<file path="config.mk">
export PLATFORM = sky130hd
export DESIGN_NAME = cmc_master_control
export DESIGN_NICKNAME = d
export VERILOG_FILES = /design/src/cmc_recessive_counter.v /design/src/cmc_master_control.v
export VERILOG_INCLUDE_DIRS = /design/src
export SDC_FILE = /design/constraint.sdc
export NUM_CORES = 1
export LEC_CHECK = 0
export BUFFER_PORTS_ARGS = -buffer_cell sky130_fd_sc_hd__buf_2
export CORE_MARGIN = 2
export CORE_UTILIZATION = 41
export DETAILED_ROUTE_END_ITERATION = 16
export PLACE_DENSITY_LB_ADDON = 0.08
export SLEW_MARGIN = 20
export SYNTH_ARGS = -nofsm -noshare
export SYNTH_HDL_FRONTEND = slang
export SYNTH_SLANG_ARGS = --single-unit
</file>
<file path="constraint.sdc">
create_clock -name clk_sys -period 1.6 [get_ports clk_sys]
set_clock_uncertainty 0.05 [all_clocks]
set_input_delay 0.16 -clock clk_sys [delete_from_list [all_inputs] [get_ports clk_sys]]
set_output_delay 0.16 -clock clk_sys [all_outputs]
set_load 0.005 [all_outputs]
</file>
<file path="src/cmc_defines.vh">
// Purpose: shared constants of the master control block
// Assumes: byte addresses on a 32-bit register port
// Notes: definitions only
`ifndef CMC_DEFINES_VH
`define CMC_DEFINES_VH

// register map
`define CMC_AW 8
`define CMC_ADDR_CTRL 8'h00
`define CMC_ADDR_STAT 8'h04

// control field positions
`define CMC_BIT_CFG_REQ 12
`define CMC_BIT_PDN_REQ 11
`define CMC_BIT_ORDER 10
`define CMC_BIT_WAKE 9
`define CMC_BIT_UPD_REQ 8
`define CMC_BIT_AUTO_ON 7
`define CMC_BIT_SELF_TEST 6
`define CMC_BIT_SWRST 5
`define CMC_MBX_HI 4
`define CMC_MBX_LO 0

// status field positions
`define CMC_ST_PDOWN 0
`define CMC_ST_BUSOFF 1
`define CMC_ST_RECOV 2
`define CMC_ST_CANCEL 3

// reset values
`define CMC_RST_BIT 1'b0
`define CMC_RST_MBX 5'h00
`define CMC_RST_WORD 32'h00000000
`define CMC_RST_RECESSIVE 1'b1
`define CMC_RST_LANE 3'h0

// mailbox numbers and byte lanes
`define CMC_MBX_ZERO 5'h00
`define CMC_BYTE_LAST 3'h7

// bus-off recovery: 128 groups of 11 recessive bits
`define CMC_RECOV_BITS 11'h580
`define CMC_CNT_ZERO 11'h000
`define CMC_CNT_ONE 11'h001

`endif

</file>
<file path="src/cmc_recessive_counter.v">
// Purpose: counts consecutive recessive bits during bus-off
// Assumes: bit_tick pulses once per sampled bus bit
// Notes: any dominant bit restarts the count
`timescale 1ns/1ps
`include "cmc_defines.vh"

module cmc_recessive_counter (
	clk_sys,
	rst_n,
	enable,
	bit_tick,
	rx_bit,
	done
);
	input wire clk_sys;
	input wire rst_n;
	input wire enable;
	input wire bit_tick;
	input wire rx_bit;
	output wire done;

	reg [10:0] cnt_q;

	assign done = (cnt_q == `CMC_RECOV_BITS);

	always @(posedge clk_sys or negedge rst_n) begin
		if (!rst_n) begin
			cnt_q <= `CMC_CNT_ZERO;
		end else if (!enable) begin
			cnt_q <= `CMC_CNT_ZERO;
		end else if (bit_tick) begin
			if (!rx_bit) begin
				cnt_q <= `CMC_CNT_ZERO;
			end else if (!done) begin
				cnt_q <= cnt_q + `CMC_CNT_ONE;
			end
		end
	end
endmodule

</file>
<file path="src/cmc_master_control.v">
// Purpose: low bits of the can master control register
// Assumes: bit engine, mailbox logic and filter on the same clock
// Notes: can_rx is a pin and is synchronised here
//
// Contract
// - byte order select picks lsb or msb first
// - protected bits written only under write privilege
// - bus activity wakes when wake enable set
// - otherwise stay down until request cleared
// - no transmit of selected mailbox during update
// - pending transmit keeps old data; software re-requests
// - auto bus-on after 128x11 recessive bits
// - else also needs config request cleared
// - self test: own ack, no drive, loop back
// - self test: identifier not stored
// - self test: unconfigured receive goes to mailbox zero
// - self test: unmatched frame discarded
// - software reset bit reads zero, zero ignored
// - software reset restores unprotected defaults only
// - software reset cancels transmits at idle bus
// - mailbox number field, top bit enhanced only
// - wake clears power-down request
// - bus-off without auto bus-on sets config request
// - compatibility mode limits mailbox numbers to fifteen
`timescale 1ns/1ps
`include "cmc_defines.vh"

module cmc_master_control (
	clk_sys,
	rst_n,
	reg_addr,
	reg_wdata,
	reg_wr,
	reg_rd,
	reg_rdata,
	protected_write_privilege,
	compatibility_mode,
	can_rx,
	can_tx,
	bit_tick,
	bus_idle,
	bus_off_entry,
	tx_bit,
	tx_check_valid,
	tx_check_mailbox,
	tx_check_block,
	tx_byte_index,
	tx_byte_lane,
	rx_byte_index,
	rx_byte_lane,
	byte_order_select,
	loop_frame_done,
	rx_any_configured,
	rx_match_valid,
	rx_match_mailbox,
	loop_store,
	loop_mailbox,
	loop_discard,
	id_store_enable,
	self_ack_enable,
	powered_down,
	bus_off,
	soft_reset,
	tx_cancel
);
	input wire clk_sys;
	input wire rst_n;
	input wire [7:0] reg_addr;
	input wire [31:0] reg_wdata;
	input wire reg_wr;
	input wire reg_rd;
	output reg [31:0] reg_rdata;
	input wire protected_write_privilege;
	input wire compatibility_mode;
	input wire can_rx;
	output reg can_tx;
	input wire bit_tick;
	input wire bus_idle;
	input wire bus_off_entry;
	input wire tx_bit;
	input wire tx_check_valid;
	input wire [4:0] tx_check_mailbox;
	output wire tx_check_block;
	input wire [2:0] tx_byte_index;
	output reg [2:0] tx_byte_lane;
	input wire [2:0] rx_byte_index;
	output reg [2:0] rx_byte_lane;
	output wire byte_order_select;
	input wire loop_frame_done;
	input wire rx_any_configured;
	input wire rx_match_valid;
	input wire [4:0] rx_match_mailbox;
	output reg loop_store;
	output reg [4:0] loop_mailbox;
	output reg loop_discard;
	output wire id_store_enable;
	output wire self_ack_enable;
	output wire powered_down;
	output wire bus_off;
	output wire soft_reset;
	output wire tx_cancel;

	// control state
	reg cfg_req_q;
	reg pdn_req_q;
	reg lsb_first_q;
	reg wake_en_q;
	reg upd_req_q;
	reg auto_on_q;
	reg self_test_q;
	reg [4:0] upd_mbx_q;

	// block state
	reg pdown_q;
	reg bus_off_q;
	reg swrst_q;
	reg cancel_pend_q;
	reg cancel_q;
	reg rx_meta_q;
	reg rx_sync_q;

	wire wr_ctrl;
	wire rd_hit_ctrl;
	wire rd_hit_stat;
	wire prot_ok;
	wire swrst_wr;
	wire wake_event;
	wire recov_done;
	wire leave_bus_off;
	wire [31:0] ctrl_word;
	wire [31:0] stat_word;

	// mailbox number limited to fifteen in compatibility mode
	function [4:0] cmc_mbx_num;
		input [4:0] num;
		input compat;
		begin
			cmc_mbx_num = num;
			if (compat) begin
				cmc_mbx_num[`CMC_MBX_HI] = 1'b0;
			end
		end
	endfunction

	// byte lane of a data byte for the selected order
	function [2:0] cmc_lane;
		input [2:0] idx;
		input lsb_first;
		begin
			if (lsb_first) begin
				cmc_lane = idx;
			end else begin
				cmc_lane = `CMC_BYTE_LAST - idx;
			end
		end
	endfunction

	assign wr_ctrl = reg_wr && (reg_addr == `CMC_ADDR_CTRL);
	assign rd_hit_ctrl = reg_addr == `CMC_ADDR_CTRL;
	assign rd_hit_stat = reg_addr == `CMC_ADDR_STAT;
	assign prot_ok = wr_ctrl && protected_write_privilege;
	assign swrst_wr = wr_ctrl && reg_wdata[`CMC_BIT_SWRST];

	// rx pin synchroniser
	always @(posedge clk_sys or negedge rst_n) begin
		if (!rst_n) begin
			rx_meta_q <= `CMC_RST_RECESSIVE;
			rx_sync_q <= `CMC_RST_RECESSIVE;
		end else begin
			rx_meta_q <= can_rx;
			rx_sync_q <= rx_meta_q;
		end
	end

	// dominant level seen while powered down
	assign wake_event = pdown_q && wake_en_q && !rx_sync_q;

	// protected control bits
	always @(posedge clk_sys or negedge rst_n) begin
		if (!rst_n) begin
			lsb_first_q <= `CMC_RST_BIT;
			wake_en_q <= `CMC_RST_BIT;
			auto_on_q <= `CMC_RST_BIT;
			self_test_q <= `CMC_RST_BIT;
		end else if (prot_ok) begin
			lsb_first_q <= reg_wdata[`CMC_BIT_ORDER];
			wake_en_q <= reg_wdata[`CMC_BIT_WAKE];
			auto_on_q <= reg_wdata[`CMC_BIT_AUTO_ON];
			self_test_q <= reg_wdata[`CMC_BIT_SELF_TEST];
		end
	end

	// config request: hardware set wins over software clear
	always @(posedge clk_sys or negedge rst_n) begin
		if (!rst_n) begin
			cfg_req_q <= `CMC_RST_BIT;
		end else if (bus_off_entry && !auto_on_q) begin
			cfg_req_q <= 1'b1;
		end else if (prot_ok) begin
			cfg_req_q <= reg_wdata[`CMC_BIT_CFG_REQ];
		end
	end

	// power-down request and state
	always @(posedge clk_sys or negedge rst_n) begin
		if (!rst_n) begin
			pdn_req_q <= `CMC_RST_BIT;
		end else if (prot_ok) begin
			pdn_req_q <= reg_wdata[`CMC_BIT_PDN_REQ];
		end else if (wake_event) begin
			pdn_req_q <= 1'b0;
		end
	end

	always @(posedge clk_sys or negedge rst_n) begin
		if (!rst_n) begin
			pdown_q <= `CMC_RST_BIT;
		end else if (pdown_q) begin
			if (wake_event) begin
				pdown_q <= 1'b0;
			end else if (!pdn_req_q) begin
				pdown_q <= 1'b0;
			end
		end else if (pdn_req_q && bus_idle) begin
			pdown_q <= 1'b1;
		end
	end

	// unprotected bits, returned to defaults by software reset
	always @(posedge clk_sys or negedge rst_n) begin
		if (!rst_n) begin
			upd_req_q <= `CMC_RST_BIT;
			upd_mbx_q <= `CMC_RST_MBX;
		end else if (swrst_wr) begin
			upd_req_q <= `CMC_RST_BIT;
			upd_mbx_q <= `CMC_RST_MBX;
		end else if (wr_ctrl) begin
			upd_req_q <= reg_wdata[`CMC_BIT_UPD_REQ];
			upd_mbx_q <= cmc_mbx_num(reg_wdata[`CMC_MBX_HI:`CMC_MBX_LO],
				compatibility_mode);
		end
	end

	// engine asks before and after the buffer copy
	assign tx_check_block = tx_check_valid && upd_req_q &&
		(tx_check_mailbox == cmc_mbx_num(upd_mbx_q, compatibility_mode));
	// only the copy is gated; a pending request is never reloaded

	// bus-off and recovery
	cmc_recessive_counter u_recov (
		.clk_sys(clk_sys),
		.rst_n(rst_n),
		.enable(bus_off_q),
		.bit_tick(bit_tick),
		.rx_bit(rx_sync_q),
		.done(recov_done)
	);

	assign leave_bus_off = recov_done && (auto_on_q || !cfg_req_q);

	always @(posedge clk_sys or negedge rst_n) begin
		if (!rst_n) begin
			bus_off_q <= `CMC_RST_BIT;
		end else if (bus_off_entry) begin
			bus_off_q <= 1'b1;
		end else if (leave_bus_off) begin
			bus_off_q <= 1'b0;
		end
	end

	// software reset pulse and cancel at idle bus
	always @(posedge clk_sys or negedge rst_n) begin
		if (!rst_n) begin
			swrst_q <= `CMC_RST_BIT;
			cancel_pend_q <= `CMC_RST_BIT;
			cancel_q <= `CMC_RST_BIT;
		end else begin
			swrst_q <= swrst_wr;
			cancel_q <= cancel_pend_q && bus_idle;
			if (swrst_wr) begin
				cancel_pend_q <= 1'b1;
			end else if (bus_idle) begin
				cancel_pend_q <= 1'b0;
			end
		end
	end

	// tx pin: recessive in self test, power-down and bus-off
	always @(posedge clk_sys or negedge rst_n) begin
		if (!rst_n) begin
			can_tx <= `CMC_RST_RECESSIVE;
		end else if (self_test_q || pdown_q || bus_off_q) begin
			can_tx <= 1'b1;
		end else begin
			can_tx <= tx_bit;
		end
	end

	// byte lanes for the data field
	always @(posedge clk_sys or negedge rst_n) begin
		if (!rst_n) begin
			tx_byte_lane <= `CMC_RST_LANE;
			rx_byte_lane <= `CMC_RST_LANE;
		end else begin
			tx_byte_lane <= cmc_lane(tx_byte_index, lsb_first_q);
			rx_byte_lane <= cmc_lane(rx_byte_index, lsb_first_q);
		end
	end

	// looped-back frame placement in self test
	always @(posedge clk_sys or negedge rst_n) begin
		if (!rst_n) begin
			loop_store <= 1'b0;
			loop_discard <= 1'b0;
			loop_mailbox <= `CMC_MBX_ZERO;
		end else begin
			loop_store <= 1'b0;
			loop_discard <= 1'b0;
			if (loop_frame_done && self_test_q) begin
				if (!rx_any_configured) begin
					loop_store <= 1'b1;
					loop_mailbox <= `CMC_MBX_ZERO;
				end else if (rx_match_valid) begin
					loop_store <= 1'b1;
					loop_mailbox <= rx_match_mailbox;
				end else begin
					loop_discard <= 1'b1;
				end
			end
		end
	end

	assign id_store_enable = !self_test_q;
	assign self_ack_enable = self_test_q;

	// register readback; software reset bit always zero
	assign ctrl_word = {19'h00000, cfg_req_q, pdn_req_q, lsb_first_q,
		wake_en_q, upd_req_q, auto_on_q, self_test_q, 1'b0,
		cmc_mbx_num(upd_mbx_q, compatibility_mode)};
	assign stat_word = {28'h0000000, cancel_pend_q, recov_done,
		bus_off_q, pdown_q};

	always @(posedge clk_sys or negedge rst_n) begin
		if (!rst_n) begin
			reg_rdata <= `CMC_RST_WORD;
		end else if (reg_rd && rd_hit_ctrl) begin
			reg_rdata <= ctrl_word;
		end else if (reg_rd && rd_hit_stat) begin
			reg_rdata <= stat_word;
		end else begin
			reg_rdata <= `CMC_RST_WORD;
		end
	end

	assign byte_order_select = lsb_first_q;
	assign powered_down = pdown_q;
	assign bus_off = bus_off_q;
	assign soft_reset = swrst_q;
	assign tx_cancel = cancel_q;
endmodule

</file>
Word level (Yosys, flattened, before mapping). Cells that the tools add are included.

Register bits after elaboration: 76. Word-level logic and storage cells: 96. Output and inout bits: 54. Input bits: 71.

Reductions and logical operators: 29. Eq/ne operators: 6. Multiplexer cells: 35. Add/subtract/negate cells: 3.

Operators with widths (count): 11-bit 2-to-1 mux (4); 32-bit 2-to-1 mux (1); 1-bit 2-to-1 mux (23); 5-bit 2-to-1 mux (4); 1-bit logical AND (14); 11-bit by 1-bit adder with 11-bit output, second input constant (1); 11-bit == test, second input constant (1); 2-bit nonzero test (5); 8-bit by 3-bit == test with 1-bit output, second input constant (1); 8-bit logical NOT (1); 3-bit 2-to-1 mux (2); 3-bit subtractor, first input constant (2); 5-bit == test (1); 1-bit logical NOT (4); 4-bit 2-to-1 mux (1); 2-bit AND reduction (2); 1-bit logical OR (3); 3-bit != test, second input constant (1); 2-bit by 1-bit != test with 1-bit output, second input constant (1); 2-bit != test, second input constant (1).

Depth between registers and ports, before layout. Gate-level depths: netlist of run 1.

Depth in word-level cells: 5. Mapped depth: 6. Gate-level depth less buffers: 6.

Modules after synthesis. A second synthesis of run 1 with hierarchy kept.

Cells, all modules: 235. Area, all modules: 2645.0 um^2.

Modules (own cells, without submodules): cmc_master_control (seq. area each 1129.8 um^2, instances 1, area an instance 1971.9 um^2, cells each 162); cmc_recessive_counter (seq. area each 275.3 um^2, instances 1, area an instance 673.1 um^2, cells each 73).

Worst setup path before layout of run 1. Ideal clock, no wire load.

Path type: reg2reg. Start point: reg u_recov.cnt_q[0]. End point: reg bus_off_q (netlist: bus_off). Library setup time: 0.118 ns. Clock period less this slack: 1.557 ns. Arrival time: 1.389 ns. Required time: 1.432 ns. Cell stages (with the launch flop): 7. Slack: 0.043 ns. Buffers on the path: 0. Cell sequence: dfrtp_1 inv_1 ha_1 nor4bb_1 and4_1 o21ai_0 a21o_1.

Word-level cells in the longest chain between the ends: 3.

RTL lines: start, declared (line cmc_recessive_counter.v:22) `reg [10:0] cnt_q;`; start signal, assigned (line cmc_recessive_counter.v:28) `` cnt_q <= `CMC_CNT_ZERO; ``; start signal, assigned (line cmc_recessive_counter.v:30) `` cnt_q <= `CMC_CNT_ZERO; ``; start signal, assigned (line cmc_recessive_counter.v:33) `` cnt_q <= `CMC_CNT_ZERO; ``; 11-bit == test (no source line); 1-bit logical AND (line cmc_master_control.v:259) `assign leave_bus_off = recov_done && (auto_on_q || !cfg_req_q);`; 2-bit nonzero test (no source line); end signal, assigned (line cmc_master_control.v:263) `` bus_off_q <= `CMC_RST_BIT; ``; end, declared (line cmc_master_control.v:115) `reg bus_off_q;`.

Every way passes these cells. A chain may end at the register's enable or synchronous reset.

Worst setup path in the final report of run 1.
Start point: reg upd_mbx_q[4]. End point: out tx_check_block.

Word-level cells in the longest chain between the ends: 3.

RTL lines: start, declared (line cmc_master_control.v:111) `reg [4:0] upd_mbx_q;`; start signal, assigned (line cmc_master_control.v:233) `` upd_mbx_q <= `CMC_RST_MBX; ``; start signal, assigned (line cmc_master_control.v:236) `` upd_mbx_q <= `CMC_RST_MBX; ``; start signal, assigned (line cmc_master_control.v:239) `` upd_mbx_q <= cmc_mbx_num(reg_wdata[`CMC_MBX_HI:`CMC_MBX_LO], ``; 1-bit 2-to-1 mux (line cmc_master_control.v:139) `if (compat) begin`; 5-bit == test (line cmc_master_control.v:246) `(tx_check_mailbox == cmc_mbx_num(upd_mbx_q, compatibility_mode));`; 1-bit logical AND (line cmc_master_control.v:245) `assign tx_check_block = tx_check_valid && upd_req_q &&`; end, declared (line cmc_master_control.v:83) `output wire tx_check_block;`.

Every way passes these cells.

==> results of run 1 <==
## cell usage in the layout (no fill, tap or decap), types with 2 or more instances in the layout
| master | synthesis | final |
|---|---|---|
| a21oi_2 | 0 | 3 |
| a22o_1 | 5 | 5 |
| and2_1 | 7 | 7 |
| and4_4 | 0 | 2 |
| buf_2 | 1 | 85 |
| buf_4 | 20 | 8 |
| buf_6 | 0 | 2 |
| clkbuf_8 | 0 | 5 |
| conb_1 | 1 | 20 |
| dfrtp_1 | 53 | 53 |
| dfstp_2 | 3 | 3 |
| dlygate4sd3_1 | 0 | 12 |
| inv_1 | 12 | 12 |
| mux2_2 | 4 | 4 |
| mux2i_1 | 2 | 2 |
| nand2_1 | 30 | 30 |
| nand2b_1 | 2 | 2 |
| nand3_1 | 11 | 11 |
| nand4_1 | 3 | 3 |
| nor2_1 | 12 | 12 |
| nor2b_1 | 3 | 2 |
| nor3_1 | 4 | 4 |
| nor4_2 | 1 | 3 |
| o21ai_0 | 13 | 11 |
| o21ai_2 | 0 | 2 |
| or3_1 | 4 | 3 |
| xnor2_1 | 10 | 9 |
| xor2_1 | 7 | 7 |
## power by group
group          internal (mW)  switching, mW  total [mW]
clock                  0.313          0.468       0.781
combinational          0.204          0.196       0.400
sequential              1.48         0.0596        1.54
total                   2.00          0.723        2.72
## final cells by class
| cell class | instances | area (sq um) |
|---|---|---|
| fill | 548 | 2570 |
| sequential | 56 | 1410 |
| multi-input combinational | 160 | 1030 |
| timing repair buffer | 108 | 648 |
| tap | 75 | 93.8 |
| clock buffer | 6 | 72.6 |
| inverter | 12 | 45.0 |
| clock inverter | 2 | 16.3 |
## through the flow
stage | power [mW] | hold slack (ns)
after global routing | 2.90 | 0.00299
after CTS | 2.71 | 0.00116
after global placement | 1.89 | 0.134
after floorplan | 1.73 | -0.186
after detailed placement | 1.90 | 0.134
final | 2.72 | 0.0115
## worst reg2reg max path, delay by kind of cell (launching register included)
family,cells,cell delay (ns)
compound gates,1,0.18
flops,1,0.50
simple gates,3,0.74
## cells by family (layout without fill, tap and decap cells)
kind of cell / count (synthesis) / count (layout) / share of synthesized area, %
compound gates: 25 / 25 / 6.10
xor+xnor: 17 / 17 / 6.00
fa+ha+maj: 2 / 2 / 1.01
buf+inv: 35 / 128 / 8.37
flops: 56 / 56 / 56.6
mux: 6 / 6 / 2.62
other cells: 1 / 20 / 0.151
simple gates: 90 / 90 / 19.1
## sequential cells by signal (all words and copies together), names as in the netlist, 3 cells and up
register / count
u_recov.cnt_q: 11
loop_mailbox: 5
rx_byte_lane: 3
reg_rdata: 12
tx_byte_lane: 3
upd_mbx_q: 5
## metal layers
layer	GRT usage [%]	part of all wire (%)	vias to the layer above
li1	-	-	954
met4	5.00	1.3	0
met1	21.8	44	883
met3	4.73	6.3	7
met5	0	0	-
met2	26.7	49	59
## cell usage after synthesis, types with 2 or more instances
cell | n | area [sq um]
xnor2_1 | 10 | 87.6
nand3_1 | 11 | 55.1
buf_4 | 20 | 150
ha_1 | 2 | 25.0
clkbuf_1 | 2 | 7.51
or3_1 | 4 | 25.0
mux2i_1 | 2 | 20.0
inv_1 | 12 | 45.0
nand2b_1 | 2 | 12.5
mux2_2 | 4 | 45.0
nand2_1 | 30 | 113
nor2b_1 | 3 | 18.8
nor4_1 | 3 | 18.8
xor2_1 | 7 | 61.3
a22o_1 | 5 | 43.8
a21oi_1 | 4 | 20.0
dfstp_2 | 3 | 78.8
and2_1 | 7 | 43.8
nor2_1 | 12 | 45.0
o21ai_0 | 13 | 65.1
nor3_1 | 4 | 20.0
dfrtp_1 | 53 | 1330
nand4_1 | 3 | 18.8
## how the worst max path moves through the flow
stage	start	endpoint	slack [ns]
final	upd_mbx_q[4]	tx_check_block	0.03
after global routing	upd_mbx_q[4]	tx_check_block	-0.09
after CTS	upd_mbx_q[4]	tx_check_block	-0.02
after detailed placement	u_recov.cnt_q[3]	bus_off	-0.06
after global placement	u_recov.cnt_q[0]	bus_off	-0.007
after floorplan	u_recov.cnt_q[0]	bus_off	0.04
## timing repair
action,4_1_cts,5_1_grt
cloned,0,0
buffers inserted,0,1
pin swaps,1,10
gates resized for setup,7,17
hold buffers,9,3
endpoints found under the hold margin,61,3
setup endpoints to repair,7,8
==> results.cfg, run 1 <==
[worst_setup_path]
cp-start-kind = flop
cp_max_fo = 2
cp-end-kind = output pin
rrSetupSlack_ns = 0.05
cp_num_cells = 5
slowest_stage = dfrtp_1
regToRegEndpoint = u_recov.cnt_q[7]
max_stage_delay_ns = 0.36
critPathKind = reg -> out
critical_path_required_ns = 1.39
critPathBufInv = 1
crit_family = simple AND/OR/NAND/NOR gates
crit_chain = nor2b_4, xnor2_2, nand4_1, nor4_2, buf_2
r2r_cells = 4
cp_data_arrival_time_ns = 1.36
r2r_start = u_recov.cnt_q[2]

[global_routing]
grt_pass1_wl_um = 8340
grt_pass1_vias = 1799
grt_start_max_net_pins = 57
grt_overflow = 0
grt_usage_pct = 16.6
antenna_found_initial = 0

[floorplan]
ioPinCount = 125
start_util_pct = 42.2
die-area_sq_um = 6690
rows = 28
dieHeight_um = 81.8
die_w_um = 81.8
fp.coreArea_sq_um = 5890

[power]
power.density_nw_per_um2 = 822
leakage_nw = 1.70
ir_drop_v = 0.000408

[clock_tree]
htree_levels = 2
cts_max_path_buffers = 2
clock-root-buffer = clkbuf_8
cts_tree = yes
clkLatencyLatePin_ns = 0.31
clkTransAtPathRegs_ns = 0.10
numClockSinks = 56
cts_buffers = 5

[final_layout]
areaGrowthSynthToFinish_pct = 33.5
nets = 416
fin_area_sq_um = 3310
drive_above_1_share_pct = 38.4
finalNonFillerCells = 419
final_core_util_pct = 56.3
antenna_cells = 0

[yosys]
synth_warnings = 0
synth_enable_flop_cells = 0
synth_area_per_cell_sq_um = 10.7
synth_cell_types = 39
ys_seq_area_share_pct = 56.6
synthCells = 232
async_reset_ff_share_pct = 100
netlist_area_sq_um = 2480
synth-seq-cells = 56
synth_ff_type = dfrtp_1

[route]
vias_per_cell = 4.54
post_drt_wl_per_cell_um = 12.6
drt_iter0_drc = 57
first_pass_iters = 4
ant_nets = 0
via_count = 1903
drc = 0
totalWireLength_um = 5260

[placed_design]
postPlaceCellArea_sq_um = 3000
dp.cells = 398
globalplace.congestion = 0.745
dp_slack_ns = -0.0628
place_hpwl_um = 3820
io_buffers = 85

[run_status]
status = complete, no violations

[hold_path]
worstHoldEndpoint = loop_discard
hold_class = in -> reg
hold_depth = 3
min_from = loop_frame_done

[sta]
drv_slew = 0
fin_ws_ns = 0.0301
period_needed_ns = 1.57
rsz0062_at_grt = yes
hold_viol = 0
setup_viol = 0
tns_ns = 0
period_share_pct = 98.1
clock.fmax_mhz = 637

[flow_run]
max_cap_violations = 0
Note: power is estimated with default switching activity, not from simulation.
==> inputs of run 2 (changes only) <==
--- a/config.mk
+++ b/config.mk
@@ -8,7 +8,8 @@
 export LEC_CHECK = 0
 export BUFFER_PORTS_ARGS = -buffer_cell sky130_fd_sc_hd__buf_2
 export CORE_MARGIN = 2
-export CORE_UTILIZATION = 41
+export CORE_UTILIZATION = 47
+export CTS_BUF_LIST = sky130_fd_sc_hd__clkbuf_4
 export DETAILED_ROUTE_END_ITERATION = 16
 export PLACE_DENSITY_LB_ADDON = 0.08
 export SLEW_MARGIN = 20
==> constraint.sdc (replaced) <==
create_clock -name clk_sys -period 1.71 [get_ports clk_sys]
set_clock_uncertainty 0.05 [all_clocks]
set_input_delay 0.171 -clock clk_sys [delete_from_list [all_inputs] [get_ports clk_sys]]
set_output_delay 0.171 -clock clk_sys [all_outputs]
set_load 0.005 [all_outputs]
==> results.cfg, run 2 (same netlist as run 1, synthesis figures left out) <==
[worst_setup_path]
cp_data_arrival_time_ns = 1.54
cp_num_cells = 5
regToRegEndpoint = u_recov.cnt_q[10]
slowest_stage = dfrtp_1
crit_chain = nor2b_4, xnor2_2, nand4_1, nor4_2, buf_2
r2r_cells = 6
cp-end-kind = output pin
crit_family = simple AND/OR/NAND/NOR gates
r2r_start = u_recov.cnt_q[0]
critical_path_required_ns = 1.49
rrSetupSlack_ns = 0.11
cp-start-kind = flop
critPathKind = reg -> out
cp_max_fo = 2
max_stage_delay_ns = 0.37
startpoint = upd_mbx_q[4]
critPathBufInv = 1
crit_end = tx_check_block

[global_routing]
grt_start_max_net_pins = 37
grt_overflow = 0
grt_pass1_wl_um = 9000
grt_pass1_vias = 1962
antenna_found_initial = 0
grt_usage_pct = 19.4

[floorplan]
start_util_pct = 48.6
dieHeight_um = 76.7
rows = 26
die_w_um = 76.7
fp.coreArea_sq_um = 5110
die-area_sq_um = 5880
ioPinCount = 125

[final_layout]
largestRegisters = reg_rdata: 12 flops, u_recov.cnt_q: 11 flops
drive_above_1_share_pct = 33.7
final_cell_mix = buf_2 (85), dfrtp_1 (53), dlygate4sd3_1 (32)
layout_commonest_cell = buf_2
areaGrowthSynthToFinish_pct = 38.1
fin_area_sq_um = 3430
largest_register_ffs = 12
nets = 434
antenna_cells = 0
regMostFlops = reg_rdata

[run_status]
status = complete, but fails checks
violations = negative setup slack

[sta]
period_needed_ns = 1.76
fin_ws_ns = -0.0511
hold_viol = 0
rsz0062_at_grt = yes
period_share_pct = 103
drv_slew = 0
clock.fmax_mhz = 568
tns_ns = -0.0511
setup_viol = 1
hold_ws_ns = 0.0298

[route]
vias_per_cell = 4.71
via_count = 2034
post_drt_wl_per_cell_um = 12.7
totalWireLength_um = 5480
first_pass_iters = 4
drt_iter0_drc = 53
ant_nets = 0
drc = 0

[clock_tree]
numClockSinks = 56
cts_buffers = 5
clock-root-buffer = clkbuf_4
clkTransAtPathRegs_ns = 0.14
htree_levels = 2
clkLatencyLatePin_ns = 0.37
cts_max_path_buffers = 2
cts_tree = yes

[placed_design]
globalplace.congestion = 0.820
postPlaceCellArea_sq_um = 2980
dp_slack_ns = 0.0665
io_buffers = 85
place_hpwl_um = 3750

[power]
finalPower_mw = 2.54
ir_drop_v = 0.000339
leakage_nw = 1.78
power.density_nw_per_um2 = 740

[hold_path]
hold_class = in -> reg

[flow_run]
max_cap_violations = 0
==> run 2: how the worst min path moves through the flow <==
stage / startpoint / endpoint / slack (ns) / cells after the start
finish: reg_wdata[5] / upd_mbx_q[4] / 0.03 / 4
global route: reg_wdata[5] / upd_mbx_q[4] / 0.04 / 4
floorplan: rst_n / auto_on_q / -0.17 / 0
global placement: rst_n / reg_rdata[8] / 0.11 / 1
detailed placement: rst_n / reg_rdata[8] / 0.12 / 1
CTS: reg_wdata[5] / upd_mbx_q[4] / 0.01 / 4
==> run 2: worst min-delay path, stage by stage <==
cell and delay, ns:
buf_2 0.09, nor2_1 0.04, nand2_1 0.05, o21ai_0 0.07
==> run 2: metrics by stage <==
step                cells  util, %
global placement      391     58.3
CTS                   431     66.2
global route          432     67.1
floorplan             251        -
detailed placement    391     58.3
finish                432     67.1
==> run 2: where the power goes <==
group / internal (mW) / total, mW / switching (mW)
logic: 0.200 / 0.376 / 0.176
clock network: 0.323 / 0.720 / 0.397
registers: 1.39 / 1.44 / 0.0507
total: 1.91 / 2.54 / 0.623
==> run 2: final cells by class <==
class	count	area (sq um)
fillers	459	1680
inverters	12	45.0
multi-input cells	160	983
flip-flops and latches	56	1410
clock buffers	6	45.0
repair buffers	126	826
well taps	70	87.6
clock inverters	2	35.0
==> run 2: what timing repair did <==
item | CTS | global route
setup buffers | 0 | 1
resized for setup | 2 | 8
endpoints found under the setup margin | 1 | 7
hold endpoints to repair | 50 | 0
hold buffers | 32 | 0
==> run 2: routing by layer <==
metal  global-route usage [%]  wire [um]
met1                     24.1       2240
met2                     32.7       2800
met3                     4.12        256
met4                     8.73        189
met5                        0          0
